## config.mk

```make
export PLATFORM = sky130hd
export DESIGN_NAME = gpl_top
export DESIGN_NICKNAME = d
export VERILOG_FILES = /design/src/pkg/gpl_pkg.sv /design/src/hw/gpl_top.sv /design/src/hw/gpl_pin_sync.sv /design/src/hw/gpl_rmc_edge.sv
export SDC_FILE = /design/constraint.sdc
export NUM_CORES = 1
export LEC_CHECK = 0
export ABC_AREA = 0
export BUFFER_PORTS_ARGS = -buffer_cell sky130_fd_sc_hd__buf_2
export CAP_MARGIN = 25
export CELL_PAD_IN_SITES_DETAIL_PLACEMENT = 1
export CELL_PAD_IN_SITES_GLOBAL_PLACEMENT = 2
export CORE_MARGIN = 2
export CORE_UTILIZATION = 34
export DETAILED_ROUTE_END_ITERATION = 7
export GPL_TIMING_DRIVEN = 0
export MAX_ROUTING_LAYER = met4
export PLACE_DENSITY = 0.79
export SYNTH_ARGS = -nofsm -noshare
export SYNTH_HDL_FRONTEND = slang
export SYNTH_SLANG_ARGS = --single-unit
```

## constraint.sdc

```tcl
create_clock -name mclk -period 2.1 [get_ports mclk]
set_input_delay 0.315 -clock mclk [delete_from_list [all_inputs] [get_ports mclk]]
set_output_delay 0.315 -clock mclk [all_outputs]
set_load 0.02 [all_outputs]
```

## src/pkg/gpl_pkg.sv

```systemverilog
package gpl_pkg;

  localparam int NIB_W = 4;
  localparam int BANK_W = 4;
  localparam int ADDR_W = 7;

  // data-memory banks and port latch locations
  localparam logic [BANK_W-1:0] BANK_0 = 4'h0;
  localparam logic [BANK_W-1:0] BANK_1 = 4'h1;
  localparam logic [BANK_W-1:0] BANK_2 = 4'h2;
  localparam logic [ADDR_W-1:0] ADDR_OD_B = 7'h71;
  localparam logic [ADDR_W-1:0] ADDR_OD_C = 7'h72;
  localparam logic [ADDR_W-1:0] ADDR_PP = 7'h72;
  localparam logic [ADDR_W-1:0] ADDR_BIDIR = 7'h72;
  localparam logic [ADDR_W-1:0] ADDR_IN = 7'h73;

  // register-file locations
  localparam logic [ADDR_W-1:0] RF_DIR_ADDR = 7'h27;
  localparam int RF_DIR_BIT = 0;
  localparam logic [ADDR_W-1:0] RF_EDGE_ADDR = 7'h2A;
  localparam int RF_EDGE_BIT = 0;
  localparam logic [ADDR_W-1:0] RF_ADC_REF_ADDR = 7'h2B;
  localparam logic [ADDR_W-1:0] RF_ADC_CHAN_ADDR = 7'h2C;
  localparam logic [ADDR_W-1:0] RF_ADC_CMP_ADDR = 7'h2D;

  // values after reset
  localparam logic [NIB_W-1:0] RST_NIB = 4'h0;
  localparam logic [NIB_W-1:0] RST_OD_LATCH = 4'hF;
  localparam logic RST_DIR_OUT = 1'b0;
  localparam logic RST_EDGE_FALL = 1'b0;

  typedef struct packed {
    logic we;
    logic re;
    logic [BANK_W-1:0] bank;
    logic [ADDR_W-1:0] addr;
    logic [NIB_W-1:0] wdata;
  } gpl_dm_req_t;

  typedef struct packed {
    logic we;
    logic re;
    logic [ADDR_W-1:0] addr;
    logic [NIB_W-1:0] wdata;
  } gpl_rf_req_t;

  typedef struct packed {
    logic [NIB_W-1:0] out;
    logic [NIB_W-1:0] oe;
  } gpl_pin_t;

endpackage

```

## src/hw/gpl_top.sv

```systemverilog
// Behaviour
// - first open-drain port latch at bank 2, location 71H.
// - second open-drain port latch at bank 2, location 72.
// - push-pull port latch at bank 0, 72H; cleared to 0 at reset.
// - bidirectional port switches direction for all four bits together.
// - bidirectional direction held in bit 0 of register-file 27H.
// - bidirectional port output latch at bank 1, location 72.
// - bidirectional port forced to input at power-up, clock stop, CE reset.
// - input-only port pin levels read at 73H; pins double as analog.
// - 4-bit analog converter, successive comparison stepped by program.
// - remote input filtered against noise before edge detection.
// - edge flag clear requests on rising edge, set on falling edge.
// - CE reset clears edge flag, selecting rising-edge detection.
// - CE low-to-high pulses ce_reset and forces the bidirectional port to input.
`timescale 1ns/1ps
`default_nettype none
module gpl_top (
  // clock and reset
  input wire logic mclk,
  input wire logic nrst,
  // chip enable pin and oscillator stop
  input wire logic ce_pin,
  input wire logic osc_stopped,
  output logic ce_reset,
  // cpu data memory
  input wire gpl_pkg::gpl_dm_req_t dm_req,
  output logic [gpl_pkg::NIB_W-1:0] dm_rdata,
  output logic dm_hit,
  // cpu register file
  input wire gpl_pkg::gpl_rf_req_t rf_req,
  output logic [gpl_pkg::NIB_W-1:0] rf_rdata,
  output logic rf_hit,
  // output ports
  output logic [gpl_pkg::NIB_W-1:0] push_pull_out_port,
  output gpl_pkg::gpl_pin_t open_drain_out_port_b,
  output gpl_pkg::gpl_pin_t open_drain_out_port_c,
  // bidirectional and input ports
  input wire logic [gpl_pkg::NIB_W-1:0] nibble_bidir_port_in,
  output gpl_pkg::gpl_pin_t nibble_bidir_port,
  input wire logic [gpl_pkg::NIB_W-1:0] input_only_port,
  // analog converter
  input wire logic adc_cmp_pin,
  output logic [gpl_pkg::NIB_W-1:0] adc_ref,
  output logic [2:0] adc_chan,
  // remote-control interrupt
  input wire logic remote_ctl_irq_in,
  output logic remote_ctl_irq
);
  import gpl_pkg::*;

  function automatic logic dm_at(gpl_dm_req_t r, logic [BANK_W-1:0] b,
                                 logic [ADDR_W-1:0] a);
    dm_at = (r.bank == b) && (r.addr == a);
  endfunction

  // synchronised pins
  logic ce_lvl, rmc_lvl, cmp_lvl;
  logic [NIB_W-1:0] bidir_lvl, in_lvl;

  gpl_pin_sync #(.W(1)) u_ce_sync (
    .mclk(mclk),
    .nrst(nrst),
    .pin(ce_pin),
    .level(ce_lvl)
  );

  gpl_pin_sync #(.W(1)) u_rmc_sync (
    .mclk(mclk),
    .nrst(nrst),
    .pin(remote_ctl_irq_in),
    .level(rmc_lvl)
  );

  gpl_pin_sync #(.W(1)) u_cmp_sync (
    .mclk(mclk),
    .nrst(nrst),
    .pin(adc_cmp_pin),
    .level(cmp_lvl)
  );

  gpl_pin_sync #(.W(NIB_W)) u_bidir_sync (
    .mclk(mclk),
    .nrst(nrst),
    .pin(nibble_bidir_port_in),
    .level(bidir_lvl)
  );

  gpl_pin_sync #(.W(NIB_W)) u_in_sync (
    .mclk(mclk),
    .nrst(nrst),
    .pin(input_only_port),
    .level(in_lvl)
  );

  // state
  logic ce_prev_r, ce_rst_r, dir_out_r, edge_fall_r;
  logic ce_prev_nxt, ce_rst_nxt, dir_out_nxt, edge_fall_nxt;
  logic [NIB_W-1:0] pp_r, odb_r, odc_r, bid_r, ref_r;
  logic [NIB_W-1:0] pp_nxt, odb_nxt, odc_nxt, bid_nxt, ref_nxt;
  logic [2:0] chan_r, chan_nxt;
  logic [NIB_W-1:0] dm_rd_r, dm_rd_nxt, rf_rd_r, rf_rd_nxt;
  logic dm_hit_r, dm_hit_nxt, rf_hit_r, rf_hit_nxt;
  logic ce_rise;

  always_comb begin
    ce_prev_nxt = ce_lvl;
    ce_rise = ce_lvl & ~ce_prev_r;
    ce_rst_nxt = ce_rise;
    pp_nxt = pp_r;
    odb_nxt = odb_r;
    odc_nxt = odc_r;
    bid_nxt = bid_r;
    dir_out_nxt = dir_out_r;
    edge_fall_nxt = edge_fall_r;
    ref_nxt = ref_r;
    chan_nxt = chan_r;
    if (dm_req.we) begin
      if (dm_at(dm_req, BANK_2, ADDR_OD_B)) odb_nxt = dm_req.wdata;
      if (dm_at(dm_req, BANK_2, ADDR_OD_C)) odc_nxt = dm_req.wdata;
      if (dm_at(dm_req, BANK_0, ADDR_PP)) pp_nxt = dm_req.wdata;
      if (dm_at(dm_req, BANK_1, ADDR_BIDIR)) bid_nxt = dm_req.wdata;
    end
    if (rf_req.we) begin
      if (rf_req.addr == RF_DIR_ADDR) begin
        dir_out_nxt = rf_req.wdata[RF_DIR_BIT];
      end
      if (rf_req.addr == RF_EDGE_ADDR) begin
        edge_fall_nxt = rf_req.wdata[RF_EDGE_BIT];
      end
      if (rf_req.addr == RF_ADC_REF_ADDR) begin
        ref_nxt = rf_req.wdata;
      end
      if (rf_req.addr == RF_ADC_CHAN_ADDR) begin
        chan_nxt = rf_req.wdata[2:0];
      end
    end
    // clock stop and CE reset force input; CE reset also selects rising edge
    if (osc_stopped || ce_rise) begin
      dir_out_nxt = RST_DIR_OUT;
    end
    if (ce_rise) begin
      edge_fall_nxt = RST_EDGE_FALL;
    end
  end

  // reads: pins for inputs, latches for outputs
  always_comb begin
    dm_rd_nxt = RST_NIB;
    dm_hit_nxt = 1'b0;
    if (dm_req.re) begin
      dm_hit_nxt = 1'b1;
      if (dm_at(dm_req, BANK_2, ADDR_OD_B)) begin
        dm_rd_nxt = odb_r;
      end else if (dm_at(dm_req, BANK_2, ADDR_OD_C)) begin
        dm_rd_nxt = odc_r;
      end else if (dm_at(dm_req, BANK_0, ADDR_PP)) begin
        dm_rd_nxt = pp_r;
      end else if (dm_at(dm_req, BANK_1, ADDR_BIDIR)) begin
        dm_rd_nxt = dir_out_r ? bid_r : bidir_lvl;
      end else if (dm_at(dm_req, BANK_0, ADDR_IN)) begin
        dm_rd_nxt = in_lvl;
      end else begin
        dm_hit_nxt = 1'b0;
      end
    end
    rf_rd_nxt = RST_NIB;
    rf_hit_nxt = 1'b0;
    if (rf_req.re) begin
      rf_hit_nxt = 1'b1;
      unique case (rf_req.addr)
        RF_DIR_ADDR: rf_rd_nxt = {3'h0, dir_out_r};
        RF_EDGE_ADDR: rf_rd_nxt = {3'h0, edge_fall_r};
        RF_ADC_REF_ADDR: rf_rd_nxt = ref_r;
        RF_ADC_CHAN_ADDR: rf_rd_nxt = {1'b0, chan_r};
        RF_ADC_CMP_ADDR: rf_rd_nxt = {3'h0, cmp_lvl};
        default: rf_hit_nxt = 1'b0;
      endcase
    end
  end

  always_ff @(posedge mclk or negedge nrst) begin
    if (!nrst) begin
      ce_prev_r <= 1'b0;
      ce_rst_r <= 1'b0;
      dir_out_r <= RST_DIR_OUT;
      edge_fall_r <= RST_EDGE_FALL;
      pp_r <= RST_NIB;
      odb_r <= RST_OD_LATCH;
      odc_r <= RST_OD_LATCH;
      bid_r <= RST_NIB;
      ref_r <= RST_NIB;
      chan_r <= 3'h0;
      dm_rd_r <= RST_NIB;
      dm_hit_r <= 1'b0;
      rf_rd_r <= RST_NIB;
      rf_hit_r <= 1'b0;
    end else begin
      ce_prev_r <= ce_prev_nxt;
      ce_rst_r <= ce_rst_nxt;
      dir_out_r <= dir_out_nxt;
      edge_fall_r <= edge_fall_nxt;
      pp_r <= pp_nxt;
      odb_r <= odb_nxt;
      odc_r <= odc_nxt;
      bid_r <= bid_nxt;
      ref_r <= ref_nxt;
      chan_r <= chan_nxt;
      dm_rd_r <= dm_rd_nxt;
      dm_hit_r <= dm_hit_nxt;
      rf_rd_r <= rf_rd_nxt;
      rf_hit_r <= rf_hit_nxt;
    end
  end

  gpl_rmc_edge u_rmc_edge (
    .mclk(mclk),
    .nrst(nrst),
    .level(rmc_lvl),
    .fall_sel(edge_fall_r),
    .irq(remote_ctl_irq)
  );

  // open drain: a zero bit pulls the pin low
  assign open_drain_out_port_b.out = RST_NIB;
  assign open_drain_out_port_b.oe = ~odb_r;
  assign open_drain_out_port_c.out = RST_NIB;
  assign open_drain_out_port_c.oe = ~odc_r;
  assign push_pull_out_port = pp_r;
  assign nibble_bidir_port.out = bid_r;
  assign nibble_bidir_port.oe = {NIB_W{dir_out_r}};
  assign dm_rdata = dm_rd_r;
  assign dm_hit = dm_hit_r;
  assign rf_rdata = rf_rd_r;
  assign rf_hit = rf_hit_r;
  assign adc_ref = ref_r;
  assign adc_chan = chan_r;
  assign ce_reset = ce_rst_r;

  a_od_b_write: assert property (@(posedge mclk) disable iff (!nrst)
    dm_req.we && dm_at(dm_req, BANK_2, ADDR_OD_B)
    |=> open_drain_out_port_b.oe == ~$past(dm_req.wdata))
    else $error("open-drain port b latch not written");

  a_od_c_write: assert property (@(posedge mclk) disable iff (!nrst)
    dm_req.we && dm_at(dm_req, BANK_2, ADDR_OD_C)
    |=> open_drain_out_port_c.oe == ~$past(dm_req.wdata))
    else $error("open-drain port c latch not written");

  a_pp_write: assert property (@(posedge mclk) disable iff (!nrst)
    dm_req.we && dm_at(dm_req, BANK_0, ADDR_PP)
    |=> push_pull_out_port == $past(dm_req.wdata))
    else $error("push-pull latch not written");

  a_bidir_whole: assert property (@(posedge mclk) disable iff (!nrst)
    nibble_bidir_port.oe == 4'h0 || nibble_bidir_port.oe == 4'hF)
    else $error("bidirectional port split direction");

  a_dir_write: assert property (@(posedge mclk) disable iff (!nrst)
    rf_req.we && rf_req.addr == RF_DIR_ADDR && !osc_stopped && !ce_rise
    |=> nibble_bidir_port.oe == {NIB_W{$past(rf_req.wdata[RF_DIR_BIT])}})
    else $error("direction bit not applied");

  a_bidir_latch: assert property (@(posedge mclk) disable iff (!nrst)
    dm_req.we && dm_at(dm_req, BANK_1, ADDR_BIDIR)
    |=> nibble_bidir_port.out == $past(dm_req.wdata))
    else $error("bidirectional latch not written");

  a_dir_forced: assert property (@(posedge mclk) disable iff (!nrst)
    osc_stopped || ce_rise |=> nibble_bidir_port.oe == 4'h0)
    else $error("bidirectional port not forced to input");

  a_ce_rst_out: assert property (@(posedge mclk) disable iff (!nrst)
    ce_rise |=> ce_reset)
    else $error("CE reset pulse missing");

  a_in_read: assert property (@(posedge mclk) disable iff (!nrst)
    dm_req.re && dm_at(dm_req, BANK_0, ADDR_IN)
    |=> dm_hit && dm_rdata == $past(in_lvl))
    else $error("input port read wrong");

  a_edge_reset: assert property (@(posedge mclk) disable iff (!nrst)
    ce_rise |=> !edge_fall_r)
    else $error("rising edge not selected after CE reset");

  a_edge_rise: assert property (@(posedge mclk) disable iff (!nrst)
    !edge_fall_r && $rose(rmc_lvl) |=> remote_ctl_irq)
    else $error("rising edge missed");

  a_edge_fall: assert property (@(posedge mclk) disable iff (!nrst)
    edge_fall_r && $fell(rmc_lvl) |=> remote_ctl_irq)
    else $error("falling edge missed");

  a_ce_pulse: assert property (@(posedge mclk) disable iff (!nrst)
    ce_reset |=> !ce_reset)
    else $error("CE reset pulse too long");

  a_rmc_stable: assert property (@(posedge mclk) disable iff (!nrst)
    $changed(rmc_lvl) |-> $past(u_rmc_sync.s2_r == u_rmc_sync.s3_r)
    && rmc_lvl == $past(u_rmc_sync.s3_r))
    else $error("remote level accepted without two samples");

  a_bidir_read: assert property (@(posedge mclk) disable iff (!nrst)
    dm_req.re && dm_at(dm_req, BANK_1, ADDR_BIDIR) && !dir_out_r
    |=> dm_rdata == $past(bidir_lvl))
    else $error("bidirectional input read wrong");

endmodule // gpl_top
`default_nettype wire

```

## src/hw/gpl_pin_sync.sv

```systemverilog
`timescale 1ns/1ps
`default_nettype none
module gpl_pin_sync #(
  parameter int W = 1
) (
  // clock and reset
  input wire logic mclk,
  input wire logic nrst,
  // pin side
  input wire logic [W-1:0] pin,
  // accepted level
  output logic [W-1:0] level
);
  import gpl_pkg::*;

  logic [W-1:0] s1_r, s2_r, s3_r, lvl_r;
  logic [W-1:0] lvl_nxt;

  // a change counts once stages two and three agree
  always_comb begin
    for (int i = 0; i < W; i++) begin
      lvl_nxt[i] = (s2_r[i] == s3_r[i]) ? s3_r[i] : lvl_r[i];
    end
  end

  always_ff @(posedge mclk or negedge nrst) begin
    if (!nrst) begin
      s1_r <= '0;
      s2_r <= '0;
      s3_r <= '0;
      lvl_r <= '0;
    end else begin
      s1_r <= pin;
      s2_r <= s1_r;
      s3_r <= s2_r;
      lvl_r <= lvl_nxt;
    end
  end

  assign level = lvl_r;
endmodule // gpl_pin_sync
`default_nettype wire

```

## src/hw/gpl_rmc_edge.sv

```systemverilog
`timescale 1ns/1ps
`default_nettype none
module gpl_rmc_edge (
  // clock and reset
  input wire logic mclk,
  input wire logic nrst,
  // filtered level and edge choice
  input wire logic level,
  input wire logic fall_sel,
  // request pulse
  output logic irq
);
  import gpl_pkg::*;

  logic prev_r, irq_r;
  logic prev_nxt, irq_nxt;

  always_comb begin
    prev_nxt = level;
    irq_nxt = fall_sel ? (prev_r & ~level) : (~prev_r & level);
  end

  always_ff @(posedge mclk or negedge nrst) begin
    if (!nrst) begin
      prev_r <= 1'b0;
      irq_r <= 1'b0;
    end else begin
      prev_r <= prev_nxt;
      irq_r <= irq_nxt;
    end
  end

  assign irq = irq_r;
endmodule // gpl_rmc_edge
`default_nettype wire

```

==> out/results.tsv <==
metric	value	unit
Flop pwr share	53.0	%
Post-Layout Cell Count	476	
fraction of layout cells with a size suffix above 1	43.52	%
Final Util	44.49	%
Slowest-stage cell, CP	a2111oi_0	
CTS H-Tree Depth	3	
Critical Path RT	2380	ps
Slew HR	37.09	%
Setup WS pre-CTS	-131.7	ps
status	complete, no violations	
DRC viols	0	
clk buf depth	2	
Worst-path clk slew	90	ps
dpl hpwl	5.459	mm
Syn Std Cell Area	3299	um2
placed insts	459	
clk_lat worst skew	340	ps
worst-path maximum fanout	10	
initial drt markers	56	
first-pass GRT wire length	11.81	mm
Final Cell Area	4150	um2
TritonCTS clock tree	built	
Hold WC Path Type	in -> reg	
Area growth syn-to-layout	25.79	%
Int Pwr	2.462	mW
crit-path max cell delay	550	ps
number of routed nets with antenna violations	0	
nets@finish	386	
GRT overflow	0	
initial antenna violation count	0	
Ports	91	
Fin Setup TNS	0	ps
CTS sink count	83	
skew final	11.54	ps
commonest non-fill, non-tap cell in the layout	buf_2	
die width	102.5	um
Setup CP Type	in -> reg	
fillers	1014	
final hold vios	0	
Clock Power Share	39.0	%
number of global-route vias before repair	2314	
final setup vio count	0	
PnR worst setup slack	241.7	ps
Syn Inst Count	241	
worst slew pin tran	935.1	ps
# Max-Cap Violations	0	
logic gate share of total power	8.0	%
Final Critical Period	1858	ps
Setup crit start kind	primary input	
total CTS buffers	9	
routed wire length per instance	15.49	um
switching pwr	771.9	uW
Post-CTS Repair Setup Buffers	0	
num rows	35	
Placed Area	3923	um2
initial cell density of the core	35.37	%
sw frac	23.87	%
tightest hold margin	68.72	ps
total number of vias	2209	
register area share after synthesis	63.25	%
most frequent cells in the layout	buf_2, dfrtp_1, mux2_2, buf_4, maj3_1	
crit path cell chain	buf_2 -> clkbuf_1 -> nor3b_2 -> a21oi_1 -> a2111oi_0 -> o221a_2	
Avg Vias per Cell	4.641	
Core Box Area	9328	um2
gr usage total	15.34	%
Die ar.	10510	um2
final worst path period share	88.49	%
clock root cell	clkbuf_8	
n_diodes	0	
P per Cell Area	779.2	nW/um2
Final Power	3.234	mW
Port Buffer Count	81	
FMAX	0.5381	GHz
FF+latch count, synth	83	
RePlAce Congestion	0.7693	
leakage	1.991	nW
Slew Viols, Final	0	
Unique masters post-synth	44	
crit path DAT	2140	ps
syn_area_per_cell	13.69	um2
DRT Wirelength	7.375	mm
First-pass DRT Iterations	4	
largest net degree at the start of global routing	68	
RSZ-0062 raised after global routing	false	
die height	102.5	um
Ys Warns	0	
crit end category	flop	
VDD IR-drop max	0.0003610	V
[worst paths after layout]
check,cells after the start,startpoint,to,slack (ps)
max,6,dm_req[4],dm_rdata[2],240
min,1,input_only_port[1],u_in_sync.s1_r[1],70
max reg2reg,4,dir_out_r,dm_rdata[2],260
min reg2reg,0,u_rmc_sync.s1_r,u_rmc_sync.s2_r,350
max in group asynchronous,3,nrst,odb_r[2],1080
min in group asynchronous,2,nrst,adc_chan[2],380
[repair_timing]
action,4_1_cts,5_1_grt
hold buffers,1,0
hold endpoints to repair,16,0
endpoints found under the setup margin,0,0
resized for setup,0,0
[power groups by stage]
stage | Clock, mW | Sequential (mW) | Combinational [mW]
after floorplan | 0 | 1.75 | 0.105
after global placement | 0 | 1.74 | 0.245
after detailed placement | 0 | 1.75 | 0.260
after CTS | 1.31 | 1.72 | 0.263
after global routing | 1.39 | 1.73 | 0.286
final | 1.26 | 1.72 | 0.258
[layer usage]
layer	wire length, um	vias to the layer above	GRT usage (%)
li1	-	1044	-
met1	3528	1109	21.41
met2	3430	50	22.17
met3	331	6	3.661
met4	85	0	4.923
met5	0	-	-
[final cells by class]
class	instances	area, um2	area share (%)
Sequential cell	83	2087	50.29
Multi-Input combinational cell	138	1090	26.26
Timing Repair Buffer	83	445.4	10.73
Tap cell	129	161.4	3.889
Clock buffer	11	131.4	3.166
Buffer	17	111.4	2.683
Clock inverter	5	86.33	2.080
Inverter	10	37.54	0.9044
[cell usage after synthesis, drive strengths merged]
library cell  instances  area, um2
buf                  14      100.1
or2                   1      6.260
a22oi                 2      15.01
xor2                  1      8.760
a2111oi               4      35.03
nand3                 2      10.01
nor4                  2      18.77
or3                   1      11.26
maj3                 11      110.1
conb                  1      3.750
dfrtp                75       1877
nor2                  6      25.03
nor3b                 4      35.03
and3b                 5      43.79
nand2b                1      6.260
or4b                  1      10.01
nand2                10      37.54
inv                  10      37.54
o221a                 4      45.04
mux2i                 6      60.06
a21oi                 9      45.04
dfstp                 8      210.2
and2                  1      6.260
nor3                  1      5.000
nor2b                 7      43.79
nand4b                2      32.53
nand3b                4      30.03
nor4bb                1      10.01
a21boi                1      7.510
mux2                 23      274.0
a32oi                 1      8.760
and3                  4      25.02
or4                   1      11.26
a21o                  2      15.01
a22o                  1      8.760
nand4                 3      18.77
clkbuf                3      11.26
o21ai                 8      40.04
[kinds of logic (layout without fill, tap and decap cells)]
kind of cell	count (synthesis)	in the layout	synth area share, %
DFF	83	83	63.25
and+or+nand+nor	57	57	11.72
AOI/OAI and AO/OA	32	32	6.674
muxes	29	29	10.13
buffers and inverters	27	126	4.513
adders and majority gates	11	11	3.337
other	1	8	0.1137
xor gates and xnor gates	1	1	0.2655
[worst max-delay path, delay by kind of cell]
kind / cells / cell delay (ps)
AOI/OAI and AO/OA: 3 / 980
buffers and inverters: 2 / 320
and+or+nand+nor: 1 / 520
(Power assumes the default switching activity.)
